<file path="config.mk">
export PLATFORM = sky130hd
export DESIGN_NAME = ccpm_top
export DESIGN_NICKNAME = d
export VERILOG_FILES = /design/src/pkg/ccpm_pkg.sv /design/src/rtl/ccpm_slot_sched.sv /design/src/rtl/ccpm_top.sv
export SDC_FILE = /design/constraint.sdc
export NUM_CORES = 1
export LEC_CHECK = 0
export ABC_AREA = 1
export BUFFER_PORTS_ARGS = -buffer_cell sky130_fd_sc_hd__buf_2
export CORE_UTILIZATION = 56
export CTS_CLUSTER_DIAMETER = 100
export DETAILED_ROUTE_END_ITERATION = 10
export GPL_TIMING_DRIVEN = 0
export PLACE_DENSITY_LB_ADDON = 0.05
export SLEW_MARGIN = 30
export SYNTH_ARGS = -nofsm -noshare
export SYNTH_HDL_FRONTEND = slang
export SYNTH_HIERARCHICAL = 1
export SYNTH_SLANG_ARGS = --single-unit
</file>
<file path="constraint.sdc">
create_clock -name clock_i -period 2.56 [get_ports clock_i]
set_input_delay 0.256 -clock clock_i [delete_from_list [all_inputs] [get_ports clock_i]]
set_output_delay 0.256 -clock clock_i [all_outputs]
set_load 0.02 [all_outputs]
</file>
<file path="src/pkg/ccpm_pkg.sv">
// Overview of operation
// - bit clock rise samples master clock level: 1 rising, 0 falling
// - internal master clock phase chosen so bit clock rises while it is high
// - bit period split into master clock slots; data and hold slots differ
// - phase relationship found only at initialisation, never in operation
// - drift sums over all time; beyond plus or minus ten periods, self reset
// - wrongly resolved phase sample cuts tolerance to nine and a half periods
// - reset enters at once; leaves after release and two later bit clock rises
package ccpm_pkg;
	// drift is counted in half master clock periods, one per master clock edge
	localparam int unsigned FRAME_MCLKS = 256;
	localparam int unsigned DRIFT_LIMIT_HALF = 20;
	localparam int unsigned DRIFT_LIMIT_REDUCED_HALF = 19;
	localparam int unsigned DRIFT_W = 16;
	localparam int unsigned SLOTS = 4;
	localparam int unsigned DATA_SLOT = 0;
	localparam int unsigned HOLD_SLOT = 2;
	localparam int unsigned CLK_PERIOD_NS = 10;
	// pin indices inside the synchroniser vector
	localparam int unsigned PIN_MCLK = 0;
	localparam int unsigned PIN_SCLK = 1;
	localparam int unsigned PIN_LRCLK = 2;
	localparam int unsigned PIN_DATA = 3;
	localparam int unsigned PIN_CNT = 4;
	localparam logic [3:0] SYNC_RESET = 4'h0;
	localparam logic PHASE_RESET = 1'b0;
	typedef enum logic [2:0] {
		CCPM_ST_RESET = 3'b001,
		CCPM_ST_SAMPLE = 3'b010,
		CCPM_ST_RUN = 3'b100
	} ccpm_state_e;
endpackage

</file>
<file path="src/rtl/ccpm_slot_sched.sv">
`timescale 1ns/10ps
module ccpm_slot_sched #(
	parameter int unsigned SLOTS = ccpm_pkg::SLOTS,
	parameter int unsigned DATA_SLOT = ccpm_pkg::DATA_SLOT,
	parameter int unsigned HOLD_SLOT = ccpm_pkg::HOLD_SLOT
) (
	input wire logic clock_i,
	input wire logic reset_n_i,
	input wire logic run_i,
	input wire logic sclk_rise_i,
	input wire logic mclk_rise_i,
	input wire logic data_i,
	output logic data_strobe_o,
	output logic hold_update_o,
	output logic data_bit_o
);
	localparam int unsigned SW = $clog2(SLOTS + 1);
	localparam logic [SW-1:0] LAST = SW'(SLOTS - 1);
	localparam logic [SW-1:0] DSLOT = SW'(DATA_SLOT);
	localparam logic [SW-1:0] HSLOT = SW'(HOLD_SLOT);

	// slots must exist and never coincide
	if (SLOTS < 2 || DATA_SLOT >= SLOTS || HOLD_SLOT >= SLOTS ||
		DATA_SLOT == HOLD_SLOT) begin : g_bad
		$error("slot schedule parameters out of range");
	end

	logic [SW-1:0] slot_reg, slot_next;
	logic dstb_reg, dstb_next, hold_reg, hold_next, bit_reg, bit_next;

	// slot count restarts at each bit clock rise, steps on internal mclk rise
	always_comb begin
		slot_next = slot_reg;
		dstb_next = 1'b0;
		hold_next = 1'b0;
		bit_next = bit_reg;
		if (sclk_rise_i) begin
			slot_next = '0;
		end else if (mclk_rise_i && run_i) begin
			if (slot_reg == DSLOT) begin
				dstb_next = 1'b1;
				bit_next = data_i;
			end
			if (slot_reg == HSLOT) begin
				hold_next = 1'b1;
			end
			if (slot_reg != LAST) begin
				slot_next = slot_reg + SW'(1);
			end
		end
	end

	always_ff @(posedge clock_i or negedge reset_n_i) begin
		if (!reset_n_i) begin
			slot_reg <= '0;
			dstb_reg <= 1'b0;
			hold_reg <= 1'b0;
			bit_reg <= 1'b0;
		end else begin
			slot_reg <= slot_next;
			dstb_reg <= dstb_next;
			hold_reg <= hold_next;
			bit_reg <= bit_next;
		end
	end

	assign data_strobe_o = dstb_reg;
	assign hold_update_o = hold_reg;
	assign data_bit_o = bit_reg;
endmodule // ccpm_slot_sched

</file>
<file path="src/rtl/ccpm_top.sv">
`timescale 1ns/10ps
module ccpm_top #(
	parameter int unsigned FRAME_MCLKS = ccpm_pkg::FRAME_MCLKS,
	parameter int unsigned DRIFT_W = ccpm_pkg::DRIFT_W
) (
	input wire logic clock_i,
	input wire logic reset_n_i,
	input wire logic master_clock_i,
	input wire logic bit_clock_i,
	input wire logic frame_clock_i,
	input wire logic serial_audio_input_i,
	output logic device_in_reset_o,
	output logic phase_sample_o,
	output logic internal_mclk_o,
	output logic tolerance_reduced_o,
	output logic drift_reset_o,
	output logic [DRIFT_W-1:0] drift_value_o,
	output logic data_strobe_o,
	output logic hold_update_o,
	output logic data_bit_o
);
	localparam int unsigned CW = DRIFT_W - 1;
	localparam logic [CW-1:0] CNT_MAX = {CW{1'b1}};
	localparam logic signed [DRIFT_W-1:0] EXP_HALF =
		DRIFT_W'(2 * FRAME_MCLKS);
	localparam logic [DRIFT_W-1:0] LIM_FULL =
		DRIFT_W'(ccpm_pkg::DRIFT_LIMIT_HALF);
	localparam logic [DRIFT_W-1:0] LIM_RED =
		DRIFT_W'(ccpm_pkg::DRIFT_LIMIT_REDUCED_HALF);
	localparam int unsigned M = ccpm_pkg::PIN_MCLK;
	localparam int unsigned S = ccpm_pkg::PIN_SCLK;
	localparam int unsigned L = ccpm_pkg::PIN_LRCLK;
	localparam int unsigned D = ccpm_pkg::PIN_DATA;

	// edge counter must hold a whole frame of master clock edges
	if (DRIFT_W < 8 || FRAME_MCLKS < 2 ||
		2 * FRAME_MCLKS >= (1 << (DRIFT_W - 2))) begin : g_bad
		$error("drift width too small for the frame length");
	end

	function automatic logic [DRIFT_W-1:0] magnitude(
		input logic signed [DRIFT_W-1:0] v);
		magnitude = v[DRIFT_W-1] ? DRIFT_W'(-v) : DRIFT_W'(v);
	endfunction

	// all pins are asynchronous to clock_i: two flops before any use
	logic [ccpm_pkg::PIN_CNT-1:0] meta_reg, meta_next;
	logic [ccpm_pkg::PIN_CNT-1:0] sync_reg, sync_next;
	logic [ccpm_pkg::PIN_CNT-1:0] prev_reg, prev_next;
	// edges count only once all three stages hold real pin data, so a pin that
	// is already high at reset release never looks like a rising edge
	logic [2:0] fill_reg, fill_next;
	logic primed;

	always_comb begin
		meta_next = {serial_audio_input_i, frame_clock_i, bit_clock_i,
			master_clock_i};
		sync_next = meta_reg;
		prev_next = sync_reg;
		fill_next = {fill_reg[1:0], 1'b1};
	end

	always_ff @(posedge clock_i or negedge reset_n_i) begin
		if (!reset_n_i) begin
			meta_reg <= ccpm_pkg::SYNC_RESET;
			sync_reg <= ccpm_pkg::SYNC_RESET;
			prev_reg <= ccpm_pkg::SYNC_RESET;
			fill_reg <= '0;
		end else begin
			meta_reg <= meta_next;
			sync_reg <= sync_next;
			prev_reg <= prev_next;
			fill_reg <= fill_next;
		end
	end

	// sampling resolution is one clock_i period; the far end must keep
	// master clock edges well away from the bit clock rise
	logic sclk_rise, lr_rise, mclk_edge, int_mclk, int_mclk_prev;
	logic int_mclk_rise;
	ccpm_pkg::ccpm_state_e state_reg, state_next;
	logic phase_reg, phase_next;

	assign primed = fill_reg[2];
	assign sclk_rise = primed & sync_reg[S] & ~prev_reg[S];
	assign lr_rise = primed & sync_reg[L] & ~prev_reg[L];
	assign mclk_edge = primed & (sync_reg[M] ^ prev_reg[M]);
	// sampled 1 keeps mclk as is, sampled 0 takes its inverse
	assign int_mclk = sync_reg[M] ^ ~phase_reg;
	assign int_mclk_prev = prev_reg[M] ^ ~phase_reg;
	assign int_mclk_rise = primed & int_mclk & ~int_mclk_prev;

	logic signed [DRIFT_W-1:0] drift_reg, drift_next;
	logic [CW-1:0] ecnt_reg, ecnt_next;
	logic frame_ok_reg, frame_ok_next;
	logic bad_reg, bad_next;
	logic dreset_reg, dreset_next;
	logic imclk_reg, imclk_next;
	logic [DRIFT_W-1:0] drift_mag, limit;
	logic over;

	assign drift_mag = magnitude(drift_reg);
	assign limit = bad_reg ? LIM_RED : LIM_FULL;
	assign over = drift_mag > limit;

	// phase detection, drift accumulation and self reset
	always_comb begin
		state_next = state_reg;
		phase_next = phase_reg;
		drift_next = drift_reg;
		ecnt_next = ecnt_reg;
		frame_ok_next = frame_ok_reg;
		bad_next = bad_reg;
		dreset_next = 1'b0;
		imclk_next = (state_reg == ccpm_pkg::CCPM_ST_RUN) & int_mclk;
		case (state_reg)
			ccpm_pkg::CCPM_ST_RESET: begin
				if (sclk_rise) begin
					state_next = ccpm_pkg::CCPM_ST_SAMPLE;
				end
			end
			ccpm_pkg::CCPM_ST_SAMPLE: begin
				if (sclk_rise) begin
					phase_next = sync_reg[M];
					state_next = ccpm_pkg::CCPM_ST_RUN;
					drift_next = '0;
					ecnt_next = '0;
					frame_ok_next = 1'b0;
					bad_next = 1'b0;
				end
			end
			ccpm_pkg::CCPM_ST_RUN: begin
				// phase stays fixed here; a low internal clock at a bit
				// clock rise only reveals a bad first sample
				if (sclk_rise && !int_mclk) begin
					bad_next = 1'b1;
				end
				if (mclk_edge && ecnt_reg != CNT_MAX) begin
					ecnt_next = ecnt_reg + CW'(1);
				end
				// one common base clock makes the per-frame count exact
				if (lr_rise) begin
					ecnt_next = CW'(mclk_edge);
					frame_ok_next = 1'b1;
					if (frame_ok_reg) begin
						drift_next = drift_reg +
							$signed({1'b0, ecnt_reg}) - EXP_HALF;
					end
				end
				if (over) begin
					dreset_next = 1'b1;
					state_next = ccpm_pkg::CCPM_ST_SAMPLE;
					drift_next = '0;
					ecnt_next = '0;
					frame_ok_next = 1'b0;
				end
			end
			default: begin
				state_next = ccpm_pkg::CCPM_ST_RESET;
			end
		endcase
	end

	// external reset acts at once, without waiting for any clock
	always_ff @(posedge clock_i or negedge reset_n_i) begin
		if (!reset_n_i) begin
			state_reg <= ccpm_pkg::CCPM_ST_RESET;
			phase_reg <= ccpm_pkg::PHASE_RESET;
			drift_reg <= '0;
			ecnt_reg <= '0;
			frame_ok_reg <= 1'b0;
			bad_reg <= 1'b0;
			dreset_reg <= 1'b0;
			imclk_reg <= 1'b0;
		end else begin
			state_reg <= state_next;
			phase_reg <= phase_next;
			drift_reg <= drift_next;
			ecnt_reg <= ecnt_next;
			frame_ok_reg <= frame_ok_next;
			bad_reg <= bad_next;
			dreset_reg <= dreset_next;
			imclk_reg <= imclk_next;
		end
	end

	// data and hold activities placed in separate master clock slots
	ccpm_slot_sched #(
		.SLOTS(ccpm_pkg::SLOTS),
		.DATA_SLOT(ccpm_pkg::DATA_SLOT),
		.HOLD_SLOT(ccpm_pkg::HOLD_SLOT)
	) u_slots (
		.clock_i(clock_i),
		.reset_n_i(reset_n_i),
		.run_i(state_reg == ccpm_pkg::CCPM_ST_RUN),
		.sclk_rise_i(sclk_rise),
		.mclk_rise_i(int_mclk_rise),
		.data_i(sync_reg[D]),
		.data_strobe_o(data_strobe_o),
		.hold_update_o(hold_update_o),
		.data_bit_o(data_bit_o)
	);

	assign device_in_reset_o = (state_reg != ccpm_pkg::CCPM_ST_RUN);
	assign phase_sample_o = phase_reg;
	assign internal_mclk_o = imclk_reg;
	assign tolerance_reduced_o = bad_reg;
	assign drift_reset_o = dreset_reg;
	assign drift_value_o = drift_reg;
endmodule // ccpm_top

</file>
======== Yosys cells after proc, flatten, opt, wreduce, memory -nomap -nowiden ========
Cells that the tools add are included.
word-level totals
  latch bits .............................. 0
  word-level logic and storage cells ...... 101
  memories kept ........................... 0
  RAM bits ................................ 0
  input port bits ......................... 6
  output and inout bits ................... 24
  ROM bits ................................ 0
  bits in registers ....................... 59
cells by class
  bitwise logic cells ..................... 16
  multiply operators ...................... 0
  $lt $le $gt $ge ......................... 1
  mux-type cells .......................... 33
  reduce and logical (&&, ||, !) cells .... 16
  equality and inequality tests ........... 14
  shift operators ......................... 0
  $add $sub $neg .......................... 5
  divide/modulo/power cells ............... 0
operators by type and width
  cell                      number
  $mux W16                  5
  $mux W15                  4
  $pmux W16 S2              1
  $pmux W15 S2              1
  $mux W3                   7
  $add A16 B16 Y16          1
  $gt A16 B5 Y1             1
  $neg A16 Y16              1
  $sub A16 B11 Y16 const B  1
  $add A15 B1 Y15 const B   1
  $ne A15 B15 Y1 const B    1
  $reduce_and A3 Y1         5
  $mux W1                   12
  $ne A3 B3 Y1 const B      3
  $pmux W3 S3               1
  $and A1 B1 Y1             8
  $ne A2 B2 Y1 const B      4
  $eq A3 B2 Y1 const B      2
  $reduce_bool A2 Y1        3
  $not A1 Y1                5
  $ne A4 B4 Y1 const B      1
  $pmux W1 S2               2
  $reduce_and A2 Y1         2
  $reduce_and A4 Y1         1
  other kinds (8)           12

======== Logic depth before layout (Yosys ltp) ========
  depth after elaboration ................. 7
  gate-level depth with buffers ........... 21
  mapped depth without buffers ............ 20

======== By module ========
The synthesis kept the hierarchy.
modules (own cells, without submodules)
  module           instances  cells each  area each (sq um)  sequential area each (sq um)
  ccpm_top         1          599         4246.6             1327.5
  ccpm_slot_sched  1          38          326.6              150.1

======== Worst setup path after synthesis ========
No wires, ideal clock.
  kind .................................... reg2reg
  start point ............................. reg drift_reg[15] (netlist: drift_value_o[15])
  end point ............................... reg drift_reg[10] (netlist: drift_value_o[10])
  arrival time ............................ 2.653 ns
  setup slack ............................. -0.210 ns
  period minus slack after synthesis ...... 2.770 ns
  buffers on the path ..................... 3
  stages on the path, launching flop included .. 21
  required time ........................... 2.443 ns
  library setup time ...................... 0.117 ns
  cells stage by stage .................... dfrtp_1 -> buf_2 -> buf_2 -> nand2_1 -> xor2_1 -> ha_1 -> a21oi_1 -> nand2_1 -> nand2_1 -> nand3_1 -> nand2_1 -> nand3_1 -> nor2_2 -> nand2_2 -> nor2_8 -> nand2_2 -> nand2_1 -> inv_2 -> buf_4 -> nand3_1 -> nand2_1
between the ends
  word-level cells in the longest chain between the ends .. 5
  elaborated cells between the ends (all ways) .. 8
  classes of those cells .................. 1 x add/sub; 1 x order compare; 2 x eq/ne; 3 x mux; 1 x reduce/logical
RTL lines
  item                                                                line             RTL
  start, declared                                                     ccpm_top.sv:93   logic signed [DRIFT_W-1:0] drift_reg, drift_next;
  start signal, assigned                                              ccpm_top.sv:178  drift_reg <= drift_next;
  $neg A16 Y16                                                        ccpm_top.sv:43   magnitude = v[DRIFT_W-1] ? DRIFT_W'(-v) : DRIFT_W'(v);
  $mux W16 (*)                                                        ccpm_top.sv:43
  $gt A16 B5 Y1 (*)                                                   ccpm_top.sv:104  assign over = drift_mag > limit;
  $ne A3 B3 Y1 (no source line) or $mux W16 (tied branches)           -
  $reduce_and A4 Y1 (no source line) or $pmux W16 S2 (tied branches)  -
Every way passes the cells marked *; elsewhere a longest branch is shown, timed or not.
A chain may end at the register's enable or synchronous reset.

======== Worst setup path in the final report ========
  start point ............................. reg drift_reg[3] (netlist: drift_value_o[3])
  end point ............................... reg drift_reg[14] (netlist: drift_value_o[14])
between the ends
  word-level cells in the longest chain between the ends .. 6
  elaborated cells between the ends (all ways) .. 12
  classes of those cells .................. 3 x add/sub; 1 x order compare; 2 x eq/ne; 5 x mux; 1 x reduce/logical
RTL lines
  item              line             RTL
  $add A16 B16 Y16  ccpm_top.sv:146  drift_next = drift_reg +
  $sub A16 B11 Y16  ccpm_top.sv:147  $signed({1'b0, ecnt_reg}) - EXP_HALF;
  $mux W16          ccpm_top.sv:145  if (frame_ok_reg) begin
  $mux W16          ccpm_top.sv:142  if (lr_rise) begin
  $mux W16          ccpm_top.sv:150  if (over) begin
  $pmux W16 S2      ccpm_top.sv:116  case (state_reg)
Parallel ways exist; a longest one is shown, timed or not. The select of a mux whose other input is x is not followed.

==> flow_metrics.env <==
export IMPL_initial_core_util=0.586
export IMPL_synth_compound_area_share=0.0594
export IMPL_dp_cells=768
export IMPL_synthDistinctLibCells=41
export IMPL_diodes=0
export IMPL_min_period_ns=2.70
export IMPL_synth_edf_count=0
export IMPL_drive_above_1_share=0.218
export IMPL_yosysWarnings=6
export IMPL_hold_violations=17
export IMPL_grt_pass1_vias=4383
export IMPL_clockBufferDepth=2
export IMPL_ys_flop_type="dfrtp_1"
export IMPL_finClkSkew_ns=0.0183
export IMPL_synth_cells=637
export IMPL_finalMaxSlewViolations=0
export IMPL_grt_usage=0.317
export IMPL_grt_pass1_wl_mm=20.7
export IMPL_drc=0
export IMPL_final_common_cell="nand2_1"
export IMPL_synth_top_area_frac=0.317
export IMPL_fin_cells=809
export IMPL_powerDensity_mw_per_mm2=433
export IMPL_rows=32
export IMPL_place_hpwl_mm=9.16
export IMPL_postLayoutSetupSlackWorst_ns=-0.141
export IMPL_irDropWorstVdd_uv=418
export IMPL_cts_buffers=9
export IMPL_cts_max_level=3
export IMPL_die_area_sq_mm=0.00853
export IMPL_finalSetupViolCount=33
export IMPL_yosys_area_top_type="dfrtp_1"
export IMPL_clock_latency_ns=0.35
export IMPL_hold_slack_ns=-0.0225
export IMPL_syn_area_sq_mm=0.00457
export IMPL_area_delta_synth_final_pct=21.1
export IMPL_finalCritPeriodShare=1.06
export IMPL_antenna_found_initial=0
export IMPL_overflow=0
export IMPL_synthAdderAreaFrac=0.108
export IMPL_synthSimpleGateAreaFrac=0.381
export IMPL_wire_per_inst_microns=15.7
export IMPL_nFillCells=653
export IMPL_drt_met1_wl_mm=5.75
export IMPL_mostFrequentLayoutCells="nand2_1, inv_1, nor2_1, nand3_1, dfrtp_1"
export IMPL_seq_area_frac_synth=0.323
export IMPL_startpoint_type="flop"
export IMPL_synthArstFlopShare=1.00
export IMPL_utilization=0.710
export IMPL_vias=4521
export IMPL_power_leakage_nw=2.91
export IMPL_cp_max_fo=8
export IMPL_nNetsFinal=747
export IMPL_dr_first_iter_drc_count=278
export IMPL_slew_headroom=0.474
export IMPL_ys_ff_latch=59
export IMPL_worst_setup_path_type="reg -> reg"
export IMPL_hold_class="in -> async"
export IMPL_highest_layer="met4"
export IMPL_status="finished with violations"
export IMPL_met2_length_mm=6.12
export IMPL_cap_violations=0
export IMPL_critPathArrivalTime_ns=2.98
export IMPL_grt_max_degree=60
export IMPL_drtAntennaViolNets=0
export IMPL_firstDrtPassIters=7
export IMPL_clock_root_buffer="clkbuf_8"
export IMPL_drt_total_wl_mm=12.7
export IMPL_fmax_ghz=0.370
export IMPL_viasPerCell=5.59
export IMPL_largest_register_ffs=16
export IMPL_wl_met3_microns=542
export IMPL_clk_pin_slew_ns=0.07
export IMPL_endpoint_kind="flop"
export IMPL_cts_tree="built"
export IMPL_violations="negative hold slack, negative setup slack"
export IMPL_worstMarginPinSlew_ns=0.789
export IMPL_cp_required_ns=2.84
export IMPL_die_x_microns=92.4
export IMPL_syn_avg_cell_area_sq_um=7.18
export IMPL_fp_dieH_microns=92.4
export IMPL_synth_xor_area_frac=0.0460
export IMPL_io_buffers=29
export IMPL_cts_sinks=59
export IMPL_synth_mux_area_frac=0
export IMPL_coreArea_sq_mm=0.00781
export IMPL_place_congestion=0.907
export IMPL_io_pin_count=30
export IMPL_synthTopCellsByArea="dfrtp_1, nand2_1, ha_1"
export IMPL_synth_top_family_by_area="simple AND/OR/NAND/NOR gates"
export IMPL_rsz0062_at_grt="yes"
export IMPL_synth_nets=682
-- routing by layer --
layer  track usage  vias to the layer above
li1              -                     2228
met3        0.0411                       27
met2         0.535                      116
met5             0                        -
met4         0.122                        0
met1         0.413                     2150
-- logic make-up after synthesis --
logic type | Yosys count
flops | 59
compound gates | 50
simple gates | 373
xor+xnor | 24
buf+inv | 91
other cells | 1
fa+ha+maj | 39
-- synthesized netlist by cell type (2+ instances only) --
cell type,n
a21boi_0,2
a21oi_1,23
and2_1,2
buf_2,8
buf_6,2
clkbuf_1,7
clkinv_1,2
dfrtp_1,58
ha_1,38
inv_1,69
nand2_1,161
nand2_2,7
nand3_1,60
nand3_4,3
nand3b_1,5
nand4_1,37
nor2_1,64
nor2_2,6
nor2_4,2
nor3_1,19
o21a_1,2
o21ai_0,17
o21ai_1,2
o31ai_1,2
xnor2_1,7
xor2_1,17
-- cell type report --
class | count | area [sq um] | share of cell area
Buffer | 18 | 130 | 0.0235
Clock buffer | 11 | 141 | 0.0255
Clock inverter | 5 | 77.6 | 0.0140
Inverter | 72 | 273 | 0.0492
Multi-Input combinational cell | 487 | 2920 | 0.527
Sequential cell | 59 | 1480 | 0.267
Tap cell | 102 | 128 | 0.0230
Timing Repair Buffer | 55 | 392 | 0.0707
-- power breakdown --
part	total, W	internal [W]	leakage [nW]	switching (W)
sequential	0.00103	0.000982	0.780	0.0000483
combinational	0.000406	0.000145	2.03	0.000261
clock	0.000964	0.000572	0.109	0.000392
-- worst max-delay path: stages (launching register included) --
cell and delay (ns):
dfrtp_1 0.59, ha_1 0.31, ha_1 0.35, a21oi_1 0.15, nand2_1 0.13, a21boi_1 0.29, o21ai_0 0.23, xor2_1 0.19
nor3_1 0.21, nand3_1 0.12, nand2_2 0.07
-- what timing repair did --
action                                 4_1_cts  5_1_grt
hold buffers                                 0        1
pin swaps                                   30       10
gates cloned                                 4        0
resized for setup                           39       31
buffers inserted                            20        1
endpoints found under the hold margin        0        1
setup endpoints to repair                   34       35
-- final timing paths --
kind / startpoint / to / slack (ns) / depth (start not counted)
setup reg to reg: drift_value_o[3] / drift_value_o[14] / -0.14 / 10
hold / removal: reset_n_i / drift_value_o[9] / -0.02 / 1
hold reg to reg: meta_reg[2] / prev_next[2] / 0.35 / 0
max in group asynchronous: reset_n_i / prev_next[1] / 2.03 / 1
min in group clock_i: bit_clock_i / meta_reg[1] / 0.02 / 1
setup / recovery: drift_value_o[3] / drift_value_o[14] / -0.14 / 10
-- through the flow --
step           TNS [ns]  total power [W]  cell area, sq um  hold WS, ns  setup WS, ns
2_1_floorplan    -0.276          0.00126              4620      -0.0396       -0.0300
3_3_place_gp      -6.73          0.00135              4890        0.335        -0.309
3_5_place_dp      -9.12          0.00137              4900        0.336        -0.429
4_1_cts           -3.79          0.00238              5410     0.000198        -0.156
5_1_grt           -7.47          0.00250              5540      0.00297        -0.266
6_report          -2.56          0.00240              5540      -0.0225        -0.141
No activity file was read; power rests on OpenSTA's default activity.
